[src/pkg/reset_timeout_cfg.svh]
// constants of the power-on reset time-out sequencer
`ifndef RESET_TIMEOUT_CFG_SVH
`define RESET_TIMEOUT_CFG_SVH

// ****************************************
// timing
// ****************************************
`define RTS_CLOCK_KHZ 50000
`define RTS_POWER_UP_DELAY_TIMER_BITS 11
`define RTS_POWER_UP_DELAY_TIMER_NOM_MS 66
`define RTS_OST_CYCLES 1024
`define RTS_OST_BITS 10
`define RTS_PLL_LOCK_MS 2
`define RTS_PLL_LOCK_CYC (`RTS_PLL_LOCK_MS * `RTS_CLOCK_KHZ)
`define RTS_PLL_BITS 17

// ****************************************
// synchroniser bit positions and divider
// ****************************************
`define RTS_SYNC_POR 0
`define RTS_SYNC_MASTER_CLEAR_N 1
`define RTS_SYNC_RC 2
`define RTS_SYNC_OSC 3
`define RTS_SYNC_PIN 4
`define RTS_SYNC_WIDTH 5
`define RTS_DIV_BIT 1

`endif

[src/pkg/reset_timeout_pkg.sv]
// types of the power-on reset time-out sequencer
package reset_timeout_pkg;

  // oscillator configuration codes
  typedef enum logic [3:0] {
    low_power_crystal_mode = 4'h0,
    crystal_mode = 4'h1,
    high_speed_crystal_mode = 4'h2,
    high_speed_pll_mode = 4'h3,
    resistor_capacitor_mode = 4'h4,
    resistor_capacitor_io_mode = 4'h5,
    external_clock_mode = 4'h6,
    external_clock_io_mode = 4'h7,
    internal_osc_mode_a = 4'h8,
    internal_osc_mode_b = 4'h9
  } osc_mode_t;

  // sequencer phases, one-hot
  typedef enum logic [4:0] {
    st_por = 5'h01,
    st_power_up_delay_timer = 5'h02,
    st_ost = 5'h04,
    st_pll = 5'h08,
    st_done = 5'h10
  } seq_state_t;

endpackage : reset_timeout_pkg

[src/hdl/reset_timeout_sequencer.sv]
// power-on reset time-out sequencer with oscillator pin handling
`include "reset_timeout_cfg.svh"
`timescale 1ns/1ps
`default_nettype none

module reset_timeout_sequencer #(
  parameter int PLL_LOCK_CYCLES = `RTS_PLL_LOCK_CYC
) (
  input wire logic clock,
  input wire logic srst,
  input wire logic por_pulse,
  input wire logic master_clear_n,
  input wire logic internal_rc_clock,
  input wire logic osc_in_pin,
  input wire logic [3:0] osc_mode,
  input wire logic power_delay_enable_n,
  input wire logic power_managed_exit,
  input wire logic port_a_bit_six_out,
  input wire logic port_a_bit_six_oe,
  input wire logic osc_out_pin_i,
  output logic osc_out_pin_o,
  output logic osc_out_pin_oe,
  output logic port_a_bit_six_in,
  output logic device_reset,
  output logic timeout_busy
);

  // ****************************************
  // pin synchronisers
  // ****************************************
  logic [`RTS_SYNC_WIDTH-1:0] pins;
  logic [`RTS_SYNC_WIDTH-1:0] sync1_reg;
  logic [`RTS_SYNC_WIDTH-1:0] sync2_reg;
  logic rc_last_reg;
  logic osc_last_reg;
  logic por_s;
  logic master_clear_n_s;
  logic rc_edge;
  logic osc_edge;
  reset_timeout_pkg::osc_mode_t mode;
  reset_timeout_pkg::seq_state_t state_reg;
  reset_timeout_pkg::seq_state_t state_next;
  logic [`RTS_POWER_UP_DELAY_TIMER_BITS-1:0] power_up_delay_timer_cnt_reg;
  logic [`RTS_OST_BITS-1:0] ost_cnt_reg;
  logic [`RTS_PLL_BITS-1:0] pll_cnt_reg;
  logic [1:0] div_cnt_reg;
  logic power_up_delay_timer_end;
  logic ost_end;
  logic pll_end;
  logic ost_mode;
  logic pll_mode;

  assign pins = {osc_out_pin_i, osc_in_pin, internal_rc_clock, master_clear_n, por_pulse};
  assign mode = reset_timeout_pkg::osc_mode_t'(osc_mode);

  // two flops per pin input
  genvar g;
  generate
    for (g = 0; g < `RTS_SYNC_WIDTH; g++) begin : g_sync
      always_ff @(posedge clock) begin
        if (srst) begin
          sync1_reg[g] <= 1'b0;
          sync2_reg[g] <= 1'b0;
        end else begin
          sync1_reg[g] <= pins[g];
          sync2_reg[g] <= sync1_reg[g];
        end
      end
    end
  endgenerate

  assign por_s = sync2_reg[`RTS_SYNC_POR];
  assign master_clear_n_s = sync2_reg[`RTS_SYNC_MASTER_CLEAR_N];

  // edge detectors on the synchronised clocks
  always_ff @(posedge clock) begin
    if (srst) begin
      rc_last_reg <= 1'b0;
      osc_last_reg <= 1'b0;
    end else begin
      rc_last_reg <= sync2_reg[`RTS_SYNC_RC];
      osc_last_reg <= sync2_reg[`RTS_SYNC_OSC];
    end
  end

  assign rc_edge = sync2_reg[`RTS_SYNC_RC] & ~rc_last_reg;
  assign osc_edge = sync2_reg[`RTS_SYNC_OSC] & ~osc_last_reg;

  // ****************************************
  // mode classes
  // ****************************************
  // only crystal modes need a start-up count
  assign ost_mode = (mode == reset_timeout_pkg::low_power_crystal_mode)
    || (mode == reset_timeout_pkg::crystal_mode)
    || (mode == reset_timeout_pkg::high_speed_crystal_mode)
    || (mode == reset_timeout_pkg::high_speed_pll_mode);
  assign pll_mode = (mode == reset_timeout_pkg::high_speed_pll_mode);

  assign power_up_delay_timer_end = rc_edge && (power_up_delay_timer_cnt_reg == {`RTS_POWER_UP_DELAY_TIMER_BITS{1'b1}});
  assign ost_end = osc_edge && (ost_cnt_reg == `RTS_OST_BITS'(`RTS_OST_CYCLES - 1));
  assign pll_end = (pll_cnt_reg == `RTS_PLL_BITS'(PLL_LOCK_CYCLES - 1));

  // ****************************************
  // phase sequencing
  // ****************************************
  // next phase from current phase and counter ends
  always_comb begin
    state_next = state_reg;
    case (state_reg)
      reset_timeout_pkg::st_por: begin
        if (!por_s) begin
          if (!power_delay_enable_n) begin
            state_next = reset_timeout_pkg::st_power_up_delay_timer;
          end else if (ost_mode) begin
            state_next = reset_timeout_pkg::st_ost;
          end else begin
            state_next = reset_timeout_pkg::st_done;
          end
        end
      end
      reset_timeout_pkg::st_power_up_delay_timer: begin
        if (power_up_delay_timer_end) begin
          state_next = ost_mode ? reset_timeout_pkg::st_ost
                                : reset_timeout_pkg::st_done;
        end
      end
      reset_timeout_pkg::st_ost: begin
        if (ost_end) begin
          state_next = pll_mode ? reset_timeout_pkg::st_pll
                                : reset_timeout_pkg::st_done;
        end
      end
      reset_timeout_pkg::st_pll: begin
        if (pll_end) begin
          state_next = reset_timeout_pkg::st_done;
        end
      end
      reset_timeout_pkg::st_done: begin
        if (power_managed_exit && ost_mode) begin
          state_next = reset_timeout_pkg::st_ost;
        end
      end
      default: begin
        state_next = reset_timeout_pkg::st_por;
      end
    endcase
    if (por_s) begin
      state_next = reset_timeout_pkg::st_por;
    end
  end

  // phase register
  always_ff @(posedge clock) begin
    if (srst) begin
      state_reg <= reset_timeout_pkg::st_por;
    end else begin
      state_reg <= state_next;
    end
  end

  // power-up delay counter on rc edges
  always_ff @(posedge clock) begin
    if (srst || state_reg != reset_timeout_pkg::st_power_up_delay_timer) begin
      power_up_delay_timer_cnt_reg <= '0;
    end else if (rc_edge) begin
      power_up_delay_timer_cnt_reg <= power_up_delay_timer_cnt_reg + 1'b1;
    end
  end

  // oscillator start-up counter on input edges
  always_ff @(posedge clock) begin
    if (srst || state_reg != reset_timeout_pkg::st_ost) begin
      ost_cnt_reg <= '0;
    end else if (osc_edge) begin
      ost_cnt_reg <= ost_cnt_reg + 1'b1;
    end
  end

  // pll lock counter on system clock
  always_ff @(posedge clock) begin
    if (srst || state_reg != reset_timeout_pkg::st_pll) begin
      pll_cnt_reg <= '0;
    end else begin
      pll_cnt_reg <= pll_cnt_reg + 1'b1;
    end
  end

  // reset held by time-outs or master clear
  always_ff @(posedge clock) begin
    if (srst) begin
      device_reset <= 1'b1;
      timeout_busy <= 1'b1;
    end else begin
      device_reset <= (state_next != reset_timeout_pkg::st_done) || !master_clear_n_s;
      timeout_busy <= (state_next != reset_timeout_pkg::st_done);
    end
  end

  // ****************************************
  // second oscillator pin
  // ****************************************
  // divide the input clock by four
  always_ff @(posedge clock) begin
    if (srst) begin
      div_cnt_reg <= 2'h0;
    end else if (osc_edge) begin
      div_cnt_reg <= div_cnt_reg + 2'h1;
    end
  end

  // pin drive per oscillator mode
  always_ff @(posedge clock) begin
    if (srst) begin
      osc_out_pin_o <= 1'b0;
      osc_out_pin_oe <= 1'b0;
      port_a_bit_six_in <= 1'b0;
    end else begin
      port_a_bit_six_in <= sync2_reg[`RTS_SYNC_PIN];
      if (mode == reset_timeout_pkg::external_clock_mode) begin
        osc_out_pin_o <= div_cnt_reg[`RTS_DIV_BIT];
        osc_out_pin_oe <= 1'b1;
      end else if (mode == reset_timeout_pkg::external_clock_io_mode) begin
        osc_out_pin_o <= port_a_bit_six_out;
        osc_out_pin_oe <= port_a_bit_six_oe;
      end else begin
        osc_out_pin_o <= 1'b0;
        osc_out_pin_oe <= 1'b0;
      end
    end
  end
endmodule : reset_timeout_sequencer

`default_nettype wire

[config.mk]
export PLATFORM = sky130hd
export DESIGN_NAME = reset_timeout_sequencer
export DESIGN_NICKNAME = d
export VERILOG_FILES = /design/src/pkg/reset_timeout_pkg.sv /design/src/hdl/reset_timeout_sequencer.sv
export VERILOG_INCLUDE_DIRS = /design/src /design/src/pkg
export SDC_FILE = /design/constraint.sdc
export NUM_CORES = 1
export LEC_CHECK = 0
export ABC_AREA = 0
export BUFFER_PORTS_ARGS = -buffer_cell sky130_fd_sc_hd__clkbuf_2
export CAP_MARGIN = 20
export CORE_UTILIZATION = 35
export CTS_CLUSTER_SIZE = 40
export DETAILED_ROUTE_END_ITERATION = 12
export GPL_TIMING_DRIVEN = 0
export PLACE_DENSITY = 0.63
export SYNTH_ARGS = -nofsm -noshare
export SYNTH_HDL_FRONTEND = slang
export SYNTH_SLANG_ARGS = --single-unit
[constraint.sdc]
create_clock -name clock -period 3.7 [get_ports clock]
set_input_delay 0.37 -clock clock [delete_from_list [all_inputs] [get_ports clock]]
set_output_delay 0.37 -clock clock [all_outputs]
set_load 0.1 [all_outputs]
==> results of run 1 <==
==> cells in the final DEF, fill, tap and decap left out, types with 5 or more instances in the layout <==
| cell | instances |
|---|---|
| o21ai_0 | 6 |
| nand2_1 | 16 |
| nand3_1 | 13 |
| nand4_1 | 9 |
| clkbuf_8 | 11 |
| nor2b_1 | 17 |
| a21oi_1 | 10 |
| nor2_1 | 41 |
| inv_1 | 6 |
| nand2b_1 | 5 |
| xnor2_1 | 16 |
| or4_1 | 5 |
| dfxtp_1 | 62 |
| clkbuf_1 | 7 |
| xor2_1 | 15 |
| clkbuf_2 | 19 |
==> kinds of logic after synthesis <==
kind of cell,count (synthesis),synth area share [%]
AND/OR/NAND/NOR,140,30.04
flip-flops,62,47.53
XOR/XNOR,31,10.40
AO/OA/AOI/OAI,27,7.380
buffers and inverters,15,2.444
adder cells (fa/ha/maj),3,1.438
multiplexers,2,0.7667
==> Yosys cell counts, types with 2 or more instances <==
cell / instances / area share [%]
dfxtp_1: 62 / 48
nor2_1: 41 / 5.9
nor2b_1: 17 / 4.1
nand2_1: 16 / 2.3
xnor2_1: 16 / 5.4
xor2_1: 15 / 5.0
nand3_1: 13 / 2.5
a21oi_1: 10 / 1.9
nand4_1: 9 / 2.2
clkbuf_1: 7 / 1.0
inv_1: 6 / 0.86
o21ai_0: 6 / 1.2
nand2b_1: 5 / 1.2
or4_1: 5 / 1.4
nor4_1: 4 / 0.96
or3_1: 4 / 0.96
and4_1: 3 / 1.0
and4b_1: 3 / 1.2
ha_1: 3 / 1.4
nor3_1: 3 / 0.57
o31ai_1: 3 / 0.86
mux2i_1: 2 / 0.77
or2_2: 2 / 0.48
==> how the worst min path moves through the flow <==
| stage | end | depth (start not counted) | slack, ns |
|---|---|---|---|
| 2_1_floorplan | device_reset | 1 | 0.37 |
| 3_3_place_gp | sync2_reg[3] | 1 | 0.42 |
| 3_5_place_dp | master_clear_n_s | 1 | 0.42 |
| 4_1_cts | sync1_reg[3] | 2 | 0.23 |
| 5_1_grt | sync1_reg[3] | 2 | 0.23 |
| 6_report | sync1_reg[3] | 2 | 0.24 |
==> worst max-delay path, delay by kind of cell, from the launching register on <==
family | cells | cell delay, ns
AND/OR/NAND/NOR | 2 | 0.81
AO/OA/AOI/OAI | 2 | 0.46
flip-flops | 1 | 0.31
buffers and inverters | 2 | 0.24
==> cell type report <==
class	count	area [µm²]
tap	99	123.9
clock inverter	4	70.07
multi-input combinational	203	1306
sequential	62	1241
inverter	7	26.28
buffer	8	37.54
clock buffer	11	151.4
timing repair buffer	19	95.09
fill	735	4163
==> layer usage <==
metal | global-route usage (%) | vias up | wire length, µm
met3 | 4.571 | 13 | 218
met1 | 17.62 | 884 | 2459
met5 | 0 | - | 0
li1 | - | 1037 | -
met4 | 9.384 | 0 | 155
met2 | 19.72 | 37 | 1989
==> power by group <==
| group | total (W) | switching, W | leakage (nW) | internal, W |
|---|---|---|---|---|
| clock | 0.000663 | 0.000253 | 0.115 | 0.000410 |
| combinational | 0.0000950 | 0.0000556 | 0.389 | 0.0000394 |
| sequential | 0.000689 | 0.00000813 | 0.503 | 0.000681 |
==> metrics by stage <==
stage	utilization, %	power [W]	instance area (µm²)	setup WS, ns	hold slack, ns
2_1_floorplan	-	0.0007741	2611	1.905	0.3692
3_3_place_gp	39.23	0.0007973	2830	1.827	0.4164
3_5_place_dp	39.23	0.0007995	2830	1.814	0.4228
4_1_cts	42.30	0.001461	3052	1.818	0.2297
5_1_grt	42.30	0.001507	3052	1.704	0.2341
6_report	42.30	0.001448	3052	1.819	0.2425
==> reports/results.tsv, run 1 <==
stage	metric	value	unit
synth	async_flop_share	0	%
synth	syn-instance-count	280	
timing	fin_crit	1.881	ns
clock_tree	ctsHoldBuffers	0	
synth	synth_cell_types	48	
placed_design	place_congestion	0.8142	
pwr	leakage	1.007	nW
synth	syn_area_per_cell	9.326	µm²
detailed_routing	dr.pass1.iters	4	
global_route	overflow	0	
critical_path	crit_chain	buf_6 > or4b_4 > or2_4 > a311oi_4 > inv_2 > a31oi_2	
critical_path	crit_slowest_cell	or4b_4	
timing	slew_headroom	61.59	%
synth	synth_edf_count	0	
timing	drv_slew	0	
pwr	ir_drop	255.3	µV
floorplan	num_rows	31	
floorplan	die_x	88.38	µm
timing	timing.setup.tns	0	ns
clock_tree	htree_num_levels	3	
floorplan	dieArea	0.007810	mm²
placed_design	portBuffers	19	
global_route	grt_pass1_wl	7969	µm
clock_tree	postCtsSetupBuffers	0	
global_route	grt_max_degree	11	
critical_path	r2r_start	state_reg[0]	
timing	tightest_slew	0.5762	ns
outcome	outcome	finished clean	
synth	yosysWarnings	0	
synth	ys_seq_elements	62	
timing	setup_violations	0	
cells_and_area	drive_above_1_share	14.65	%
clock_tree	numCtsBuffers	9	
run	cap_violations	0	
timing	hold_violations	0	
global_route	grt_pass1_vias	1794	
min_path	min-delay-start	osc_in_pin	
detailed_routing	vias	1971	
critical_path	r2r_cells	6	
clock_tree	cts_tree	done	
clock_tree	clock_latency	0.34	ns
critical_path	start_kind	flip-flop	
clock_tree	clk_pin_slew	0.07	ns
critical_path	worstPathArrival	2.15	ns
detailed_routing	postRouteWirelength	4823	µm
timing	rsz0062_at_grt	no	
timing	fmax	0.5317	GHz
global_route	antenna_found_initial	0	
cells_and_area	largest_reg_flops	17	
detailed_routing	drt_iter0_drc	58	
critical_path	worstReg2RegEnd	state_reg[2]	
global_route	grtUsageTotal	13.81	%
pwr	p_per_area	474.4	mW/mm²
cells_and_area	syn_to_final_growth	16.87	%
clock_tree	cts_resized	0	
floorplan	die_y	88.38	µm
placed_design	dp_cells	398	
clock_tree	clock-sinks	62	
cells_and_area	nets	328	
critical_path	slowest_delay	0.55	ns
critical_path	startpoint	state_reg[0]	
timing	period_share	50.84	%
placed_design	dp_hpwl	3423	µm
cells_and_area	fin_cells	413	
detailed_routing	wl_per_cell	11.68	µm
min_path	hold_class	in2reg	
timing	clock_skew	0.009616	ns
critical_path	path_class	reg2reg	
floorplan	io_pins	20	
synth	ys_seq_area_share	47.53	%
synth	synth_ff_type	dfxtp_1	
critical_path	endpoint	state_reg[2]	
detailed_routing	drc	0	
critical_path	cp.required	3.96	ns
floorplan	fp.coreArea	0.007214	mm²
synth	syn-num-nets	298	
critical_path	regToRegSetupSlack	1.82	ns
critical_path	worstPathMaxFanout	9	
floorplan	start_util	36.19	%
detailed_routing	vias_per_cell	4.772	
clock_tree	root_buffer	clkbuf_8	
clock_tree	clk_path_buf_depth	2	
cells_and_area	diodes	0	
critical_path	crit_path_end_kind	flip-flop	
detailed_routing	ant_nets	0	
synth	netlist_area	0.002611	mm²
Note: power is estimated with default switching activity, not from simulation.
==> inputs of run 2 (changes only) <==
--- a/config.mk
+++ b/config.mk
@@ -6,14 +6,14 @@
 export SDC_FILE = /design/constraint.sdc
 export NUM_CORES = 1
 export LEC_CHECK = 0
-export ABC_AREA = 0
+export ABC_AREA = 1
 export BUFFER_PORTS_ARGS = -buffer_cell sky130_fd_sc_hd__clkbuf_2
 export CAP_MARGIN = 20
 export CORE_UTILIZATION = 35
 export CTS_CLUSTER_SIZE = 40
 export DETAILED_ROUTE_END_ITERATION = 12
 export GPL_TIMING_DRIVEN = 0
-export PLACE_DENSITY = 0.63
+export PLACE_DENSITY = 0.65
 export SYNTH_ARGS = -nofsm -noshare
 export SYNTH_HDL_FRONTEND = slang
 export SYNTH_SLANG_ARGS = --single-unit
==> constraint.sdc (replaced) <==
create_clock -name clock -period 1.64 [get_ports clock]
set_input_delay 0.164 -clock clock [delete_from_list [all_inputs] [get_ports clock]]
set_output_delay 0.164 -clock clock [all_outputs]
set_load 0.1 [all_outputs]
==> run 2 against run 1 <==
Against the previous run: first-iteration DRC count increased by 45%; synthesized cell count rose by 44%; global-route usage increased by 0.20 points; area after synthesis up 11%; clock skew decreased by 0.0052 ns; sequential share of layout area shrank 3.6 points; routed wire length rose by 10%; die area increased by 11%; sequential power is 120% higher; sequential cell count is the same; combinational power is 120% higher; hold slack got worse by 0.22 ns; critical endpoint is now device_reset.
==> reports/results.tsv, run 2 <==
stage	metric	value	unit
outcome	outcome	finished clean	
synth	synth_ff_type	dfxtp_1	
global_route	grt_pass1_vias	2310	
detailed_routing	dr.pass1.iters	4	
clock_tree	htree_num_levels	3	
floorplan	dieArea	0.008683	mm²
global_route	grtUsageTotal	14.01	%
floorplan	num_rows	32	
global_route	grt_pass1_wl	9701	µm
floorplan	die_y	93.19	µm
synth	syn-num-nets	421	
synth	syn-instance-count	403	
timing	drv_slew	0	
min_path	hold_class	in2reg	
cells_and_area	syn_to_final_growth	15.09	%
clock_tree	clk_path_buf_depth	2	
placed_design	portBuffers	18	
timing	timing.setup.tns	0	ns
floorplan	start_util	36.90	%
pwr	leakage	1.260	nW
placed_design	dp_hpwl	4020	µm
cells_and_area	drive_above_1_share	18.08	%
pwr	ir_drop	518.1	µV
clock_tree	clk_pin_slew	0.07	ns
clock_tree	numCtsBuffers	9	
critical_path	crit_path_end_kind	flip-flop	
timing	fmax	0.6738	GHz
timing	rsz0062_at_grt	no	
detailed_routing	vias	2460	
pwr	totalPowerFinal	0.003197	W
critical_path	critPathBufInv	0	
cells_and_area	layout_commonest_cell	nand2_1	
run	cap_violations	0	
detailed_routing	wl_per_cell	9.859	µm
synth	synth_top_area_share	42.65	%
clock_tree	cts_tree	done	
cells_and_area	seq_area	0.001241	mm²
critical_path	start_kind	flip-flop	
detailed_routing	postRouteWirelength	5314	µm
pwr	switching_power	0.0007515	W
synth	syn_area_per_cell	7.222	µm²
placed_design	place_congestion	0.8572	
timing	setup_violations	0	
synth	ys_seq_elements	62	
timing	hold_violations	0	
cells_and_area	diodes	0	
global_route	overflow	0	
critical_path	worst_path_dominant_cell_family	simple AND/OR/NAND/NOR gates	
cells_and_area	fin_cells	539	
synth	synth_cell_types	34	
timing	slew_headroom	64.22	%
clock_tree	clock-sinks	62	
global_route	grt_max_degree	12	
pwr	pwr-share-comb	6.7	%
synth	synth_edf_count	0	
critical_path	cp.required	1.86	ns
floorplan	io_pins	20	
synth	async_flop_share	0	%
pwr	p_clk_share	44.7	%
clock_tree	postCtsSetupBuffers	0	
timing	period_share	90.50	%
timing	tightest_slew	0.5389	ns
timing	hold_slack	0.02583	ns
floorplan	fp.coreArea	0.007888	mm²
critical_path	slowest_delay	0.36	ns
critical_path	path_class	reg2reg	
clock_tree	root_buffer	clkbuf_8	
detailed_routing	ant_nets	0	
synth	synth_common_cells	nand2_1, nor2_1, dfxtp_1	
timing	clock_skew	0.004384	ns
critical_path	crit_slowest_cell	dfxtp_1	
cells_and_area	multi_input_area	0.001423	mm²
pwr	power.share.switching	23.50	%
critical_path	crit_top_cell	nand3_1	
critical_path	worstPathArrival	1.70	ns
critical_path	crit_chain	ha_1 > nand2_1 > nor2_1 > nand3b_1 > nor2_1 > nand3_1 > nand3_1 > nand3_1	
cells_and_area	nFillCells	818	
pwr	p_int	0.002446	W
synth	synth_largest_area_cell	dfxtp_1	
timing	fin_crit	1.484	ns
critical_path	worstPathMaxFanout	3	
pwr	p_per_area	954.5	mW/mm²
synth	synth_area_leaders	dfxtp_1, nand2_1, nor2_1, inv_1, nand3_1	
floorplan	die_x	93.19	µm
cells_and_area	largest_reg_flops	17	
synth	ys_seq_area_share	42.65	%
synth	yosysWarnings	0	
detailed_routing	vias_per_cell	4.564	
cells_and_area	post-route-util	42.47	%
placed_design	dp_cells	523	
detailed_routing	drc	0	
cells_and_area	nets	451	
global_route	antenna_found_initial	0	
synth	yosysMostFrequentCell	nand2_1	
clock_tree	clock_latency	0.33	ns
pwr	power_frac_seq	48.6	%
detailed_routing	drt_iter0_drc	84	
cells_and_area	layout_common_cells	nand2_1, nor2_1, dfxtp_1	
synth	netlist_area	0.002910	mm²
[run 2: cell count changes after synthesis, sizes merged, moves of 8 or more]
| cell | previous run | this run |
|---|---|---|
| nand2 | 16 | 84 |
| xnor2 | 16 | 1 |
| nand3 | 13 | 24 |
| xor2 | 15 | 5 |
| inv | 7 | 59 |
| a21oi | 10 | 23 |
| nor2b | 17 | 0 |
| nor2 | 41 | 89 |
| nor3 | 3 | 11 |
[run 2: metrics by stage]
stage | area [µm²] | worst slack (ns)
2_1_floorplan | 2910 | 0.3641
3_3_place_gp | 3128 | 0.1885
3_5_place_dp | 3128 | 0.1395
4_1_cts | 3349 | 0.1243
5_1_grt | 3349 | 0.003592
6_report | 3349 | 0.1558
[run 2: power by group through the flow]
| stage | Sequential (W) | Combinational, W | Clock, W |
|---|---|---|---|
| CTS | 0.00155 | 0.000215 | 0.00148 |
| finish | 0.00155 | 0.000213 | 0.00143 |
| global placement | 0.00159 | 0.000210 | 0 |
| global route | 0.00156 | 0.000239 | 0.00155 |
| detailed placement | 0.00159 | 0.000212 | 0 |
| floorplan | 0.00162 | 0.000133 | 0 |
[run 2: logic make-up (layout without fill, tap and decap cells)]
group | after synthesis | count (layout) | synth area share (%)
flip-flops | 62 | 62 | 42.65
adder cells (fa/ha/maj) | 3 | 3 | 1.290
XOR/XNOR | 6 | 6 | 1.806
AO/OA/AOI/OAI | 40 | 40 | 8.298
AND/OR/NAND/NOR | 229 | 229 | 37.49
buffers and inverters | 63 | 97 | 8.470
[run 2: final cells by class]
class                           count  share of cell area [%]
Sequential cell                    62                   37.06
Timing Repair Buffer               19                   2.988
Inverter                           59                   6.612
Clock inverter                      6                   2.615
Clock buffer                        9                   3.698
Tap cell                          102                   3.810
Buffer                              4                  0.7471
Multi-Input combinational cell    278                   42.47
[run 2: per-layer routing]
layer / vias to the layer above / part of all wire (%) / GRT usage, %
met1: 1091 / 50 / 16.83
met5: - / 0 / 0
met4: 0 / 1.2 / 4.615
met3: 8 / 4.6 / 4.959
li1: 1323 / - / -
met2: 38 / 45 / 23.22
[run 2: repair_timing]
item                                   in CTS  in global routing
hold buffers                                1                  0
endpoints found under the hold margin       1                  0
gates resized for setup                     0                  0
[run 2: final timing paths]
check	end	slack, ns	startpoint	cells past startpoint
max	device_reset	0.16	pll_cnt_reg[0]	8
min	sync1_reg[1]	0.03	master_clear_n	3
max reg2reg	device_reset	0.16	pll_cnt_reg[0]	8
min reg2reg	sync2_reg[4]	0.40	sync1_reg[4]	2
[run 2: worst reg2reg max path: stages, from the launching register on]
cell      delay [ns]
dfxtp_1         0.36
ha_1            0.17
nand2_1         0.10
nor2_1          0.19
nand3b_1        0.09
nor2_1          0.13
nand3_1         0.10
nand3_1         0.14
nand3_1         0.08
==> inputs of run 3 (changes only) <==
--- a/config.mk
+++ b/config.mk
@@ -9,6 +9,7 @@
 export ABC_AREA = 1
 export BUFFER_PORTS_ARGS = -buffer_cell sky130_fd_sc_hd__clkbuf_2
 export CAP_MARGIN = 20
+export CORE_ASPECT_RATIO = 1.4
 export CORE_UTILIZATION = 35
 export CTS_CLUSTER_SIZE = 40
 export DETAILED_ROUTE_END_ITERATION = 12
==> run 3 against run 2 <==
Against the previous run: first-iteration DRC count grew 57%; clock-buffer cell count is the same; sequential share of layout area shrank 0.93 points; hold slack lost 0.0068 ns; sequential cell count is the same; critical path type unchanged.
==> reports/results.tsv, run 3 (same netlist as run 2, synthesis figures left out) <==
stage	metric	value	unit
critical_path	cp.required	1.86	ns
clock_tree	clk_pin_slew	0.06	ns
detailed_routing	vias	2473	
clock_tree	root_buffer	clkbuf_16	
clock_tree	postCtsSetupBuffers	0	
clock_tree	clock_latency	0.34	ns
critical_path	start_kind	flip-flop	
placed_design	dp_hpwl	4039	µm
cells_and_area	syn_to_final_growth	18.06	%
clock_tree	clock-sinks	62	
floorplan	fp.coreArea	0.008100	mm²
timing	fin_crit	1.472	ns
cells_and_area	seq_area	0.001241	mm²
clock_tree	clk_path_buf_depth	2	
placed_design	postPlaceCellArea	0.003128	mm²
global_route	antenna_found_initial	0	
detailed_routing	postRouteWirelength	5517	µm
min_path	hold_class	in2reg	
pwr	p_per_area	1064	mW/mm²
clock_tree	cts_tree	done	
pwr	p_clk_share	51.6	%
cells_and_area	diodes	0	
detailed_routing	dr.pass1.iters	7	
cells_and_area	multi_input_area	0.001430	mm²
timing	hold_violations	0	
detailed_routing	drc	0	
floorplan	io_pins	20	
timing	setup_violations	0	
outcome	outcome	finished clean	
cells_and_area	final_area	0.003436	mm²
global_route	grt_pass1_wl	9742	µm
run	cap_violations	0	
critical_path	crit_path_end_kind	flip-flop	
timing	clock_skew	0.007160	ns
global_route	overflow	0	
global_route	grtUsageTotal	14.65	%
timing	tightest_slew	0.5393	ns
clock_tree	numCtsBuffers	9	
clock_tree	htree_num_levels	3	
floorplan	dieArea	0.008689	mm²
cells_and_area	layout_commonest_cell	nand2_1	
cells_and_area	drive_above_1_share	18.54	%
timing	fmax	0.6794	GHz
pwr	leakage	1.296	nW
timing	period_share	89.75	%
detailed_routing	ant_nets	0	
critical_path	worstPathMaxFanout	5	
cells_and_area	largest_reg_flops	17	
global_route	grt_max_degree	13	
floorplan	die_x	79.07	µm
cells_and_area	post-route-util	42.42	%
timing	drv_slew	0	
pwr	switching_power	0.0008779	W
placed_design	portBuffers	18	
pwr	ir_drop	536.0	µV
critical_path	worstPathArrival	1.69	ns
detailed_routing	drt_iter0_drc	132	
detailed_routing	wl_per_cell	10.24	µm
pwr	pwr-share-comb	5.8	%
pwr	totalPowerFinal	0.003657	W
cells_and_area	nFillCells	863	
timing	timing.setup.tns	0	ns
clock_tree	ctsHoldBuffers	0	
timing	rsz0062_at_grt	yes	
floorplan	start_util	35.93	%
global_route	grt_pass1_vias	2387	
cells_and_area	nets	450	
pwr	power.share.switching	24.01	%
placed_design	dp_cells	523	
detailed_routing	vias_per_cell	4.588	
pwr	p_int	0.002779	W
cells_and_area	fin_cells	539	
pwr	power_frac_seq	42.6	%
floorplan	num_rows	39	
timing	slew_headroom	64.20	%
placed_design	place_congestion	0.8184	
critical_path	path_class	reg2reg	
floorplan	die_y	109.9	µm
cells_and_area	layout_common_cells	nand2_1, nor2_1, dfxtp_1	
-- run 3: cell types whose count changed in the layout (fill, tap and decap cells not counted) --
cell | before | now
clkinv_4 | 0 | 2
clkbuf_16 | 0 | 9
nor2_4 | 8 | 9
nor2_1 | 72 | 71
dlygate4sd3_1 | 1 | 0
clkbuf_8 | 9 | 0
bufinv_16 | 2 | 1
-- run 3: final cells by class --
type,instances,share of cell area (%)
Clock buffer,9,6.555
Tap cell,102,3.714
Buffer,4,0.7283
Inverter,59,6.446
Sequential cell,62,36.13
Multi-Input combinational cell,278,41.62
Timing Repair Buffer,18,2.622
Clock inverter,7,2.185
-- run 3: stage by stage --
stage               hold WS, ns  setup slack [ns]
floorplan                0.2541            0.3641
global placement         0.3625            0.1748
detailed placement       0.3664            0.1689
CTS                     0.01370            0.1531
global route            0.03375          -0.02322
finish                  0.01904            0.1681
-- run 3: power by group through the flow --
stage,logic (W),registers (W),clock network [W]
2_1_floorplan,0.000133,0.00162,0
3_3_place_gp,0.000209,0.00159,0
3_5_place_dp,0.000212,0.00159,0
4_1_cts,0.000215,0.00156,0.00194
5_1_grt,0.000241,0.00156,0.00200
6_report,0.000214,0.00156,0.00189
-- run 3: metal layers --
layer  share of wire, %  GRT usage, %
met2                 50         26.91
met4                2.6         7.792
met1                 43         14.53
met5                  0             0
met3                4.3         4.647
-- run 3: path summary, 6_finish.rpt --
check / endpoint / from / slack [ns] / cells past startpoint
min: sync1_reg[3] / osc_in_pin / 0.02 / 3
max: pll_cnt_reg[12] / pll_cnt_reg[0] / 0.17 / 6
max reg2reg: pll_cnt_reg[12] / pll_cnt_reg[0] / 0.17 / 6
min reg2reg: device_reset / master_clear_n_s / 0.38 / 1
-- run 3: worst max-delay path: stages (launching register included) --
cell     delay [ns]
dfxtp_1        0.35
ha_1           0.17
nand2_1        0.11
nor3_2         0.34
nand4_1        0.15
o21ai_0        0.18
a21oi_1        0.06
-- run 3: repair_timing --
action                                  in CTS  in global routing
gates resized for setup                      0                  2
endpoints found under the hold margin        0                  0
endpoints found under the setup margin       0                  3
